File: config.mk
export PLATFORM = sky130hd
export DESIGN_NAME = sar_adc_sequencer
export DESIGN_NICKNAME = d
export VERILOG_FILES = /design/src/hdl/sar_adc_pkg.sv /design/src/hdl/conv_clock_gen.sv /design/src/hdl/sar_adc_sequencer.sv /design/src/hdl/sar_engine.sv
export SDC_FILE = /design/constraint.sdc
export NUM_CORES = 1
export LEC_CHECK = 0
export BUFFER_PORTS_ARGS = -buffer_cell sky130_fd_sc_hd__buf_2
export CELL_PAD_IN_SITES_DETAIL_PLACEMENT = 1
export CELL_PAD_IN_SITES_GLOBAL_PLACEMENT = 1
export CORE_UTILIZATION = 43
export DETAILED_ROUTE_END_ITERATION = 10
export PLACE_DENSITY_LB_ADDON = 0.1
export SETUP_SLACK_MARGIN = 0.1
export SYNTH_ARGS = -nofsm -noshare
export SYNTH_HDL_FRONTEND = slang
export SYNTH_HIERARCHICAL = 1
export SYNTH_SLANG_ARGS = --single-unit
File: constraint.sdc
create_clock -name mclk -period 5.1 [get_ports mclk]
set_clock_uncertainty 0.15 [all_clocks]
set_input_delay 0.255 -clock mclk [delete_from_list [all_inputs] [get_ports mclk]]
set_output_delay 0.255 -clock mclk [all_outputs]
set_load 0.05 [all_outputs]
File: src/hdl/sar_adc_pkg.sv
package sar_adc_pkg;

  ////////////////////////////////////////////////////////////////////////////
  // Bus geometry and answers
  localparam int          ADDR_W       = 8;
  localparam int          DATA_W       = 32;
  localparam logic [1:0]  RESP_OKAY    = 2'b00;
  localparam logic [1:0]  RESP_SLVERR  = 2'b10;

  ////////////////////////////////////////////////////////////////////////////
  // Register byte offsets
  localparam logic [7:0]  OFF_STATUS   = 8'h00;
  localparam logic [7:0]  OFF_RES_HIGH = 8'h04;
  localparam logic [7:0]  OFF_RES_LOW  = 8'h08;
  localparam logic [7:0]  OFF_CLOCK    = 8'h0C;

  ////////////////////////////////////////////////////////////////////////////
  // Field positions
  localparam int          STAT_DONE_BIT = 7;
  localparam int          STAT_IEN_BIT  = 6;
  localparam int          STAT_CONT_BIT = 5;
  localparam int          CHAN_W        = 5;
  localparam int          CLK_DIV_LSB   = 5;
  localparam int          CLK_SRC_BIT   = 4;
  localparam int          CLK_FMT_LSB   = 2;

  ////////////////////////////////////////////////////////////////////////////
  // Reset values and codes
  localparam logic [4:0]  CHAN_OFF      = 5'h1F;
  localparam logic [4:0]  CHAN_RESET    = 5'h1F;
  localparam logic [4:0]  NUM_PINS      = 5'h08;
  localparam logic [2:0]  DIV_RESET     = 3'h0;
  localparam logic        SRC_RESET     = 1'b0;

  ////////////////////////////////////////////////////////////////////////////
  // Converter timing, in converter clock ticks
  localparam int          RES_W         = 10;
  localparam logic [3:0]  SAMPLE_LAST   = 4'h4;
  localparam logic [3:0]  MSB_INDEX     = 4'h9;
  localparam logic [9:0]  MSB_TRIAL     = 10'h200;
  localparam logic [4:0]  CONV_TICKS    = 5'h10;

  typedef enum logic [1:0] {
    FMT_LEFT   = 2'b00,
    FMT_RIGHT  = 2'b01,
    FMT_SIGNED = 2'b10,
    FMT_TRUNC  = 2'b11
  } fmt_t;

  localparam fmt_t        FMT_RESET     = FMT_LEFT;

  typedef enum logic [1:0] {
    ST_IDLE    = 2'b00,
    ST_SAMPLE  = 2'b01,
    ST_CONVERT = 2'b11,
    ST_FINISH  = 2'b10
  } sar_state_t;

endpackage : sar_adc_pkg

File: src/hdl/conv_clock_gen.sv
`timescale 1ns/1ps
module conv_clock_gen
  import sar_adc_pkg::*;
(
  input  wire logic       mclk,
  input  wire logic       nrst,
  input  wire logic       oscClk,
  input  wire logic       srcBus,
  input  wire logic [2:0] divSel,
  output logic            tick
);

  logic       oscMeta_q;
  logic       oscSync_q;
  logic       oscLast_q;
  logic [3:0] cnt_q;
  logic       tick_q;

  function automatic logic [3:0] divTop(input logic [2:0] sel);
    logic [3:0] t;
    t = 4'hF;
    unique case (sel)
      3'h0:    t = 4'h0;
      3'h1:    t = 4'h1;
      3'h2:    t = 4'h3;
      3'h3:    t = 4'h7;
      default: t = 4'hF;
    endcase
    return t;
  endfunction : divTop

  wire logic [3:0] top     = divTop(divSel);
  // Bus clock counts every mclk edge, oscillator clock counts its rising edges
  wire logic       srcEdge = srcBus | (oscSync_q & ~oscLast_q);
  wire logic       wrap    = srcEdge & (cnt_q >= top);

  always_ff @(posedge mclk) begin
    if (!nrst) begin
      oscMeta_q <= 1'b0;
      oscSync_q <= 1'b0;
      oscLast_q <= 1'b0;
      cnt_q     <= 4'h0;
      tick_q    <= 1'b0;
    end else begin
      oscMeta_q <= oscClk;
      oscSync_q <= oscMeta_q;
      oscLast_q <= oscSync_q;
      tick_q    <= wrap;
      if (wrap)
        cnt_q <= 4'h0;
      else if (srcEdge)
        cnt_q <= cnt_q + 4'h1;
    end
  end

  assign tick = tick_q;
endmodule : conv_clock_gen

File: src/hdl/sar_adc_sequencer.sv
// Summary of operation
// Selected pin forced to analog input
// Selected pin ignores port writes, reads zero
// Full scale gives 3FF, low gives 000
// Status write starts conversion, sixteen ticks
// Software sets converter clock near 1 MHz
// Continuous mode overwrites result every conversion
// Continuous flag sets once, cleared by access
// Single mode converts once per status write
// Two-bit field picks one of four formats
// Left format: eight MSBs high, two low
// High read locks low until low read
// Right format: two MSBs high, eight low
// Signed format inverts result MSB
// Truncation: eight MSBs low, no lock
// Interrupt enable raises request per conversion
// Converter keeps running in wait mode
// Software powers down before wait if unneeded
// Stop aborts conversion, resumes after exit
// Software discards first result after stop
// Channel all ones powers converter off
// Source select picks bus or oscillator
// Continuous mode updates results each conversion
// Status write mid-conversion restarts on new channel
// Results change only at conversion end
//
// Local design decisions: the AXI4-Lite register port and the register offsets.
`timescale 1ns/1ps
module sar_adc_sequencer
  import sar_adc_pkg::*;
(
  input  wire logic              mclk,
  input  wire logic              nrst,
  input  wire logic [ADDR_W-1:0] awaddr,
  input  wire logic              awvalid,
  output logic                   awready,
  input  wire logic [DATA_W-1:0] wdata,
  input  wire logic [3:0]        wstrb,
  input  wire logic              wvalid,
  output logic                   wready,
  output logic [1:0]             bresp,
  output logic                   bvalid,
  input  wire logic              bready,
  input  wire logic [ADDR_W-1:0] araddr,
  input  wire logic              arvalid,
  output logic                   arready,
  output logic [DATA_W-1:0]      rdata,
  output logic [1:0]             rresp,
  output logic                   rvalid,
  input  wire logic              rready,
  input  wire logic              oscClk,
  input  wire logic              stopMode,
  input  wire logic              compIn,
  output logic [RES_W-1:0]       dacCode,
  output logic [CHAN_W-1:0]      analogSel,
  output logic                   convPowerOn,
  output logic                   irq,
  input  wire logic [7:0]        portOut,
  input  wire logic [7:0]        portDir,
  input  wire logic [7:0]        pinIn,
  output logic [7:0]             pinOut,
  output logic [7:0]             pinOe,
  output logic [7:0]             portReadData
);

  ////////////////////////////////////////////////////////////////////////////
  // Decoding helpers

  function automatic logic isMapped(input logic [ADDR_W-1:0] a);
    return (a == OFF_STATUS) || (a == OFF_RES_HIGH) || (a == OFF_RES_LOW) ||
           (a == OFF_CLOCK);
  endfunction : isMapped

  function automatic logic [7:0] chanMask(input logic [CHAN_W-1:0] c);
    logic [7:0] m;
    m = 8'h00;
    if (c < NUM_PINS)
      m = 8'h01 << c[2:0];
    return m;
  endfunction : chanMask

  ////////////////////////////////////////////////////////////////////////////
  // Declarations

  logic              awHeld_q;
  logic [ADDR_W-1:0] awAddr_q;
  logic              wHeld_q;
  logic [DATA_W-1:0] wData_q;
  logic              wByte0_q;
  logic              awready_q;
  logic              wready_q;
  logic              bvalid_q;
  logic [1:0]        bresp_q;
  logic              arready_q;
  logic              rvalid_q;
  logic [DATA_W-1:0] rdata_q;
  logic [1:0]        rresp_q;

  logic              ien_q;
  logic              cont_q;
  logic [CHAN_W-1:0] chan_q;
  logic [2:0]        div_q;
  logic              src_q;
  fmt_t              fmt_q;
  logic              doneFlag_q;
  logic              firstDone_q;
  logic              irq_q;
  logic              lock_q;
  logic [7:0]        resHigh_q;
  logic [7:0]        resLow_q;
  logic              stopLast_q;
  logic              aborted_q;
  logic              convPowerOn_q;
  logic [7:0]        pinMeta_q;
  logic [7:0]        pinSync_q;
  logic [7:0]        pinOut_q;
  logic [7:0]        pinOe_q;
  logic [7:0]        portRead_q;
  logic              compMeta_q;
  logic              compSync_q;

  logic              convTick;
  logic              convBusy;
  logic              donePulse;
  logic [RES_W-1:0]  convResult;

  ////////////////////////////////////////////////////////////////////////////
  // AXI4-Lite write channel

  wire logic doWrite  = awHeld_q & wHeld_q & ~bvalid_q;
  wire logic awTake   = awvalid & awready_q;
  wire logic wTake    = wvalid & wready_q;
  wire logic awHeldD  = awHeld_q ? ~doWrite : awTake;
  wire logic wHeldD   = wHeld_q ? ~doWrite : wTake;
  wire logic statusWr = doWrite & wByte0_q & (awAddr_q == OFF_STATUS);
  wire logic clockWr  = doWrite & wByte0_q & (awAddr_q == OFF_CLOCK);

  always_ff @(posedge mclk) begin
    if (!nrst) begin
      awHeld_q  <= 1'b0;
      wHeld_q   <= 1'b0;
      awready_q <= 1'b0;
      wready_q  <= 1'b0;
      bvalid_q  <= 1'b0;
      bresp_q   <= RESP_OKAY;
      awAddr_q  <= 8'h00;
      wData_q   <= 32'h0000_0000;
      wByte0_q  <= 1'b0;
    end else begin
      awHeld_q  <= awHeldD;
      wHeld_q   <= wHeldD;
      awready_q <= ~awHeldD;
      wready_q  <= ~wHeldD;
      if (awTake)
        awAddr_q <= awaddr;
      if (wTake) begin
        wData_q  <= wdata;
        wByte0_q <= wstrb[0];
      end
      if (doWrite) begin
        bvalid_q <= 1'b1;
        bresp_q  <= isMapped(awAddr_q) ? RESP_OKAY : RESP_SLVERR;
      end else if (bready) begin
        bvalid_q <= 1'b0;
      end
    end
  end

  ////////////////////////////////////////////////////////////////////////////
  // AXI4-Lite read channel and read side effects

  wire logic rdTake   = arvalid & arready_q;
  wire logic rvalidD  = rvalid_q ? ~rready : rdTake;
  wire logic highRead = rdTake & (araddr == OFF_RES_HIGH);
  wire logic lowRead  = rdTake & (araddr == OFF_RES_LOW);
  wire logic dataRead = highRead | lowRead;
  wire logic fmtTrunc = (fmt_q == FMT_TRUNC);

  wire logic [DATA_W-1:0] statusWord = {24'h00_0000, doneFlag_q, ien_q, cont_q, chan_q};
  wire logic [DATA_W-1:0] clockWord  = {24'h00_0000, div_q, src_q, fmt_q, 2'b00};
  wire logic [DATA_W-1:0] readWord   =
      (araddr == OFF_STATUS)   ? statusWord :
      (araddr == OFF_RES_HIGH) ? {24'h00_0000, resHigh_q} :
      (araddr == OFF_RES_LOW)  ? {24'h00_0000, resLow_q} :
      (araddr == OFF_CLOCK)    ? clockWord : 32'h0000_0000;

  always_ff @(posedge mclk) begin
    if (!nrst) begin
      arready_q <= 1'b0;
      rvalid_q  <= 1'b0;
      rdata_q   <= 32'h0000_0000;
      rresp_q   <= RESP_OKAY;
    end else begin
      arready_q <= ~rvalidD;
      rvalid_q  <= rvalidD;
      if (rdTake) begin
        rdata_q <= readWord;
        rresp_q <= isMapped(araddr) ? RESP_OKAY : RESP_SLVERR;
      end
    end
  end

  ////////////////////////////////////////////////////////////////////////////
  // Control registers

  always_ff @(posedge mclk) begin
    if (!nrst) begin
      ien_q  <= 1'b0;
      cont_q <= 1'b0;
      chan_q <= CHAN_RESET;
      div_q  <= DIV_RESET;
      src_q  <= SRC_RESET;
      fmt_q  <= FMT_RESET;
    end else begin
      if (statusWr) begin
        ien_q  <= wData_q[STAT_IEN_BIT];
        cont_q <= wData_q[STAT_CONT_BIT];
        chan_q <= wData_q[CHAN_W-1:0];
      end
      if (clockWr) begin
        div_q <= wData_q[CLK_DIV_LSB+2:CLK_DIV_LSB];
        src_q <= wData_q[CLK_SRC_BIT];
        fmt_q <= fmt_t'(wData_q[CLK_FMT_LSB+1:CLK_FMT_LSB]);
      end
    end
  end

  ////////////////////////////////////////////////////////////////////////////
  // Conversion sequencing

  wire logic newOff  = (wData_q[CHAN_W-1:0] == CHAN_OFF);
  wire logic convOff = (chan_q == CHAN_OFF);
  wire logic resume  = stopLast_q & ~stopMode & ~convOff & (cont_q | aborted_q);
  wire logic engHalt = stopMode | (statusWr ? newOff : convOff);
  wire logic engStart = (statusWr & ~newOff) | resume;

  conv_clock_gen uClock (
    .mclk   (mclk),
    .nrst   (nrst),
    .oscClk (oscClk),
    .srcBus (src_q),
    .divSel (div_q),
    .tick   (convTick)
  );

  sar_engine uEngine (
    .mclk      (mclk),
    .nrst      (nrst),
    .start     (engStart),
    .halt      (engHalt),
    .cont      (cont_q),
    .tick      (convTick),
    .compHigh  (compSync_q),
    .busy      (convBusy),
    .donePulse (donePulse),
    .dacCode   (dacCode),
    .result    (convResult)
  );

  ////////////////////////////////////////////////////////////////////////////
  // Result formatting, interlock, flag and request

  wire logic [7:0] fmtHigh =
      (fmt_q == FMT_LEFT)   ? convResult[9:2] :
      (fmt_q == FMT_RIGHT)  ? {6'h00, convResult[9:8]} :
      (fmt_q == FMT_SIGNED) ? {~convResult[9], convResult[8:2]} : 8'h00;
  wire logic [7:0] fmtLow =
      (fmt_q == FMT_RIGHT)  ? convResult[7:0] :
      fmtTrunc              ? convResult[9:2] :
      {convResult[1:0], 6'h00};

  wire logic storeOk   = donePulse & (~lock_q | fmtTrunc);
  wire logic clearDone = statusWr | dataRead;
  wire logic setDone   = donePulse & ~ien_q & (~cont_q | ~firstDone_q);

  always_ff @(posedge mclk) begin
    if (!nrst) begin
      resHigh_q   <= 8'h00;
      resLow_q    <= 8'h00;
      lock_q      <= 1'b0;
      doneFlag_q  <= 1'b0;
      firstDone_q <= 1'b0;
      irq_q       <= 1'b0;
      stopLast_q  <= 1'b0;
      aborted_q   <= 1'b0;
    end else begin
      if (storeOk) begin
        resHigh_q <= fmtHigh;
        resLow_q  <= fmtLow;
      end
      lock_q      <= ~fmtTrunc & (highRead | (lock_q & ~lowRead));
      doneFlag_q  <= setDone | (doneFlag_q & ~clearDone);
      firstDone_q <= donePulse | (firstDone_q & ~statusWr);
      // Wait mode gates nothing here, so this request can wake the core
      irq_q       <= (donePulse & ien_q) | (irq_q & ~clearDone);
      stopLast_q  <= stopMode;
      aborted_q   <= stopMode & (aborted_q | convBusy | (statusWr & ~newOff));
    end
  end

  ////////////////////////////////////////////////////////////////////////////
  // Shared port pins and analog inputs

  wire logic [7:0] selMask = chanMask(chan_q);

  always_ff @(posedge mclk) begin
    if (!nrst) begin
      pinMeta_q     <= 8'h00;
      pinSync_q     <= 8'h00;
      compMeta_q    <= 1'b0;
      compSync_q    <= 1'b0;
      pinOut_q      <= 8'h00;
      pinOe_q       <= 8'h00;
      portRead_q    <= 8'h00;
      convPowerOn_q <= 1'b0;
    end else begin
      pinMeta_q     <= pinIn;
      pinSync_q     <= pinMeta_q;
      compMeta_q    <= compIn;
      compSync_q    <= compMeta_q;
      pinOut_q      <= portOut & ~selMask;
      pinOe_q       <= portDir & ~selMask;
      portRead_q    <= pinSync_q & ~selMask;
      convPowerOn_q <= ~convOff;
    end
  end

  ////////////////////////////////////////////////////////////////////////////
  // Outputs

  assign awready      = awready_q;
  assign wready       = wready_q;
  assign bvalid       = bvalid_q;
  assign bresp        = bresp_q;
  assign arready      = arready_q;
  assign rvalid       = rvalid_q;
  assign rdata        = rdata_q;
  assign rresp        = rresp_q;
  assign analogSel    = chan_q;
  assign convPowerOn  = convPowerOn_q;
  assign irq          = irq_q;
  assign pinOut       = pinOut_q;
  assign pinOe        = pinOe_q;
  assign portReadData = portRead_q;
endmodule : sar_adc_sequencer

File: src/hdl/sar_engine.sv
`timescale 1ns/1ps
module sar_engine
  import sar_adc_pkg::*;
(
  input  wire logic             mclk,
  input  wire logic             nrst,
  input  wire logic             start,
  input  wire logic             halt,
  input  wire logic             cont,
  input  wire logic             tick,
  input  wire logic             compHigh,
  output logic                  busy,
  output logic                  donePulse,
  output logic [RES_W-1:0]      dacCode,
  output logic [RES_W-1:0]      result
);

  sar_state_t       state_q;
  logic [3:0]       cnt_q;
  logic [3:0]       bitIdx_q;
  logic [RES_W-1:0] code_q;
  logic [RES_W-1:0] result_q;
  logic             done_q;
  logic [4:0]       tickCnt_q;

  wire logic [RES_W-1:0] curBit  = 10'h001 << bitIdx_q;
  wire logic [RES_W-1:0] nextBit = curBit >> 1;
  // Keep the trial bit while the input is at or above the trial level
  wire logic [RES_W-1:0] decided = compHigh ? code_q : (code_q & ~curBit);

  always_ff @(posedge mclk) begin
    if (!nrst) begin
      state_q  <= ST_IDLE;
      cnt_q    <= 4'h0;
      bitIdx_q <= MSB_INDEX;
      code_q   <= 10'h000;
      result_q <= 10'h000;
      done_q   <= 1'b0;
    end else begin
      done_q <= 1'b0;
      if (halt) begin
        state_q <= ST_IDLE;
      end else if (start) begin
        state_q <= ST_SAMPLE;
        cnt_q   <= 4'h0;
        code_q  <= 10'h000;
      end else if (tick) begin
        unique case (state_q)
          ST_IDLE: begin
          end
          ST_SAMPLE: begin
            if (cnt_q == SAMPLE_LAST) begin
              state_q  <= ST_CONVERT;
              bitIdx_q <= MSB_INDEX;
              code_q   <= MSB_TRIAL;
            end else begin
              cnt_q <= cnt_q + 4'h1;
            end
          end
          ST_CONVERT: begin
            code_q   <= decided | nextBit;
            bitIdx_q <= bitIdx_q - 4'h1;
            if (bitIdx_q == 4'h0)
              state_q <= ST_FINISH;
          end
          ST_FINISH: begin
            result_q <= code_q;
            done_q   <= 1'b1;
            cnt_q    <= 4'h0;
            code_q   <= 10'h000;
            state_q  <= cont ? ST_SAMPLE : ST_IDLE;
          end
        endcase
      end
    end
  end

  assign busy      = (state_q != ST_IDLE);
  assign donePulse = done_q;
  assign dacCode   = code_q;
  assign result    = result_q;

  // Ticks counted since the conversion began, for checking only
  always_ff @(posedge mclk) begin
    if (!nrst || start || (state_q == ST_IDLE) || (tick && state_q == ST_FINISH))
      tickCnt_q <= 5'h00;
    else if (tick)
      tickCnt_q <= tickCnt_q + 5'h01;
  end
endmodule : sar_engine

==> summary.md <==
| Metric | Value |
|---|---|
| Critical Path AT | 3.15 ns |
| CTS tree | done |
| Final WL | between 15 and 20 mm |
| Initial antenna violation count | 0 |
| Die area | 0.0159 mm2 |
| Leak | around 3.5 nW |
| Vias in the first global route | 5,680 |
| Flop pwr share | 46.2% |
| Clock Tree Buf Depth | 2 |
| Share of layout cells above drive strength 1 | 19.7% |
| Grt total ovfl | 0 |
| Synthesis-stage register bit count | 151 |
| CTS root buf | clkbuf_16 |
| Worst-path cell chain | nor4_2 > nand4_1 > buf_4 > a31o_2 > a21o_1 > nor2_1 > o2111a_1 > and3_1 > o21ai_0 |
| Synthesized cell area | 0.00662 mm2 |
| Peak supply drop | 0.232 mV |
| Fin. max-slew vios | 0 |
| Clk Latency, worst-skew pair | 0.42 ns |
| Chip width | ~130 um |
| IO Pins | 168 |
| Switching share of power | 25.3% |
| Post-DRT Antenna Nets | 0 |
| Post-DR wirelength/cell | 16.8 um |
| CTS Buf Count | 17 |
| Max-Cap Viols | 0 |
| Post-layout min period | 3.02 ns |
| Final WS setup | 2.08 ns |
| Critical Path Slowest Stage Cell | nor4_2 |
| Die H | between 100 and 150 um |
| Post-cts repair resize count | 0 |
| Final nets | around 970 |
| RSZ-0062 raised after global routing | no |
| Crit path launch type | register |
| Worst path bufs/invs | 1 |
| Synth Instances | 715 |
| Antenna cell count | 0 |
| Pwr dens | 324 mW/mm2 |
| Largest net degree at the start of global routing | 57 |
| Port Buffer Count | between 100 and 150 |
| Period utilisation layout | 59.2% |
| Post-synthesis sequential area ratio | around 46% |
| Comb power frac | 8.7% |
| H-tree depth | 4 |
| Crit-path max cell delay | 0.44 ns |
| RePlAce Congestion | 0.778 |
| Fin Setup TNS | 0 ns |
| Max Clk Rate | 331 MHz |
| Worst rel slew slack | 52.7% |
| Prevailing post-synth register cell | dfxtp_1 |
| Post-synth ARST share | 0% |
| Status | completed |
| Internal power | 1.98 mW |
| 1st-pass router iterations | 4 |
| Yosys warns | 6 |
| Final setup viols | 0 |
| Max Fanout on Critical Path | 11 |
| Pre-CTS setup slack | 2.15 ns |
| Clock transition at path regs | 0.06 ns |
| Crit. End Element | register |
| FP Rows | 44 |
| # DRC | 0 |
| Synth cell types | 70 |
| Initial core utilization | 44.9% |
| Post-DR vias/cell | 5.21 |
| Worst Path Required | 5.23 ns |
| Worst hold slack | 0.0293 ns |
| Worst setup path class | reg2reg |
| Avg Cell Area, Syn | 9.26 um2 |
| DP Wirelength | 11.7 mm |
| Area Growth Syn to Fin | 23.6% |
| Endpoints failing hold | 0 |
| Total track usage | between 20% and 30% |
| Core Region | about 0.015 mm2 |
| Global-route wire length before repair | 29.1 mm |
| Net Sw Power | 0.671 mW |
| # clock sinks | 151 |
| Kind of cell adding the most delay to the critical path | simple AND/OR/NAND/NOR gates |
| HP Class | in2reg |
| Number of synthesized flops with an enable pin | 0 |
| Total number of vias | 5,516 |
| Detailed Route Iter0 Violations | 226 |
| Worst slew pin tran | approximately 0.70 ns |
| Clk network pwr share | 45.1% |
[logic make-up (layout without fill, tap and decap cells)]
kind of cell | after synthesis | count (layout) | synth area share, %
AO/OA/AOI/OAI | 132 | 132 | 13.9
XOR/XNOR | 2 | 2 | 0.264
adder cells (fa/ha/maj) | 17 | 17 | 3.21
buffers and inverters | 87 | 221 | 7.18
flip-flops | 151 | 151 | 45.6
multiplexers | 42 | 42 | 7.48
other | 1 | 26 | 0.0566
AND/OR/NAND/NOR | 283 | 283 | 22.3
[cell usage in the layout, fill, tap and decap left out, types with 13 or more instances in the layout]
| master | count |
|---|---|
| a21oi_1 | 44 |
| inv_1 | 26 |
| nand3_1 | 27 |
| buf_2 | 114 |
| dfxtp_1 | 151 |
| nor2b_1 | 17 |
| nor2_1 | 62 |
| and2_1 | 43 |
| ha_1 | 17 |
| mux2i_1 | 36 |
| a22oi_1 | 13 |
| a21boi_0 | 19 |
| dlygate4sd3_1 | 46 |
| conb_1 | 26 |
| nand2_1 | 79 |
| clkbuf_16 | 17 |
[worst paths after layout]
check / start / endpoint / slack (ns) / depth (start not counted)
setup / recovery: awAddr_q[1]$_SDFFE_PN0P_ / uEngine/bitIdx_q[0]$_SDFFE_PN1P_ / 2.08 / 9
hold / removal: arvalid / rresp[1]$_SDFFE_PN0N_ / 0.03 / 3
setup reg to reg: awAddr_q[1]$_SDFFE_PN0P_ / uEngine/bitIdx_q[0]$_SDFFE_PN1P_ / 2.08 / 9
hold reg to reg: pinSync_q[0]$_SDFF_PN0_ / portReadData[0]$_SDFF_PN0_ / 0.27 / 1
[layer usage]
layer / up-vias / global-route usage (%) / share of wire, %
met5: - / 0 / 0
met1: 2663 / 27.4 / 44
met3: 11 / 5.40 / 4.3
li1: 2713 / - / -
met4: 0 / 6.17 / 0.70
met2: 129 / 41.9 / 51
[per-stage QoR]
step           total power [mW]  area, um2  util (%)  instances
3_3_place_gp               1.44       7170      48.6        981
3_5_place_dp               1.45       7170      48.6        981
5_1_grt                    2.74       8180      55.5       1058
2_1_floorplan              1.41       6720         -        740
4_1_cts                    2.67       8180      55.5       1058
6_report                   2.65       8180      55.5       1058
[state kept, by name, indices dropped and copies added (netlist names), 4 cells and up]
signal and flops:
portReadData 8, pinSync_q 8, resLow_q 8, uEngine/bitIdx_q 4, wData_q 8, uClock/cnt_q 4
rdata 8, uEngine/result 10, uEngine/dacCode 10, resHigh_q 8, pinMeta_q 8, awAddr_q 8
uEngine/cnt_q 4, pinOe 8, pinOut 8, analogSel 5
[cell type report]
class	instances	area [um2]
Clock buffer	20	457
Clock inverter	11	100
Fill cell	1735	6570
Inverter	27	101
Multi-Input combinational cell	502	3220
Sequential cell	151	3020
Tap cell	184	230
Timing Repair Buffer	163	1050
[tightest hold or removal path, cell delays in order]
cell and delay (ns):
buf_2 0.10, a21oi_1 0.07, nor3_1 0.12
[power groups by stage]
stage                     Clock (mW)  Combinational [mW]  Sequential (mW)
after detailed placement           0               0.198             1.25
after CTS                       1.22               0.226             1.22
after global placement             0               0.194             1.25
after global routing            1.27               0.246             1.23
after floorplan                    0               0.121             1.29
final                           1.19               0.229             1.22
[synthesized netlist by cell type (2+ instances only)]
cell       number  share of area [%]
dfxtp_1       151                 46
nand2_1        79                4.5
nor2_1         62                3.5
a21oi_1        44                3.3
and2_1         43                4.1
mux2i_1        36                5.4
buf_4          27                3.1
nand3_1        27                2.0
inv_1          26                1.5
a21boi_0       19                2.2
clkbuf_1       17               0.96
ha_1           17                3.2
nor2b_1        17                1.6
a22oi_1        13                1.5
o31ai_1        10                1.1
nand2b_1        7               0.66
o21ai_0         7               0.53
and3_1          6               0.57
buf_2           6               0.45
mux4_2          6                2.0
nor4bb_1        6               0.91
buf_1           5               0.28
o211ai_1        5               0.57
a31o_2          4               0.53
buf_6           4               0.68
nor3_1          4               0.30
nor3b_1         4               0.45
o41ai_1         4               0.53
a211oi_1        3               0.34
nand3b_1        3               0.34
nand4_1         3               0.28
nand4b_1        3               0.40
a211o_1         2               0.26
a31oi_1         2               0.19
and3b_1         2               0.26
nand2b_4        2               0.42
nor4_1          2               0.19
o2111ai_1       2               0.26
o2bb2ai_1       2               0.26
or2_2           2               0.19
or4_1           2               0.23
[repair_timing]
| item | 4_1_cts | 5_1_grt |
|---|---|---|
| hold buffers | 46 | 0 |
| endpoints found under the hold margin | 46 | 0 |
| buffers inserted | 0 | 0 |
(Power assumes the default switching activity.)
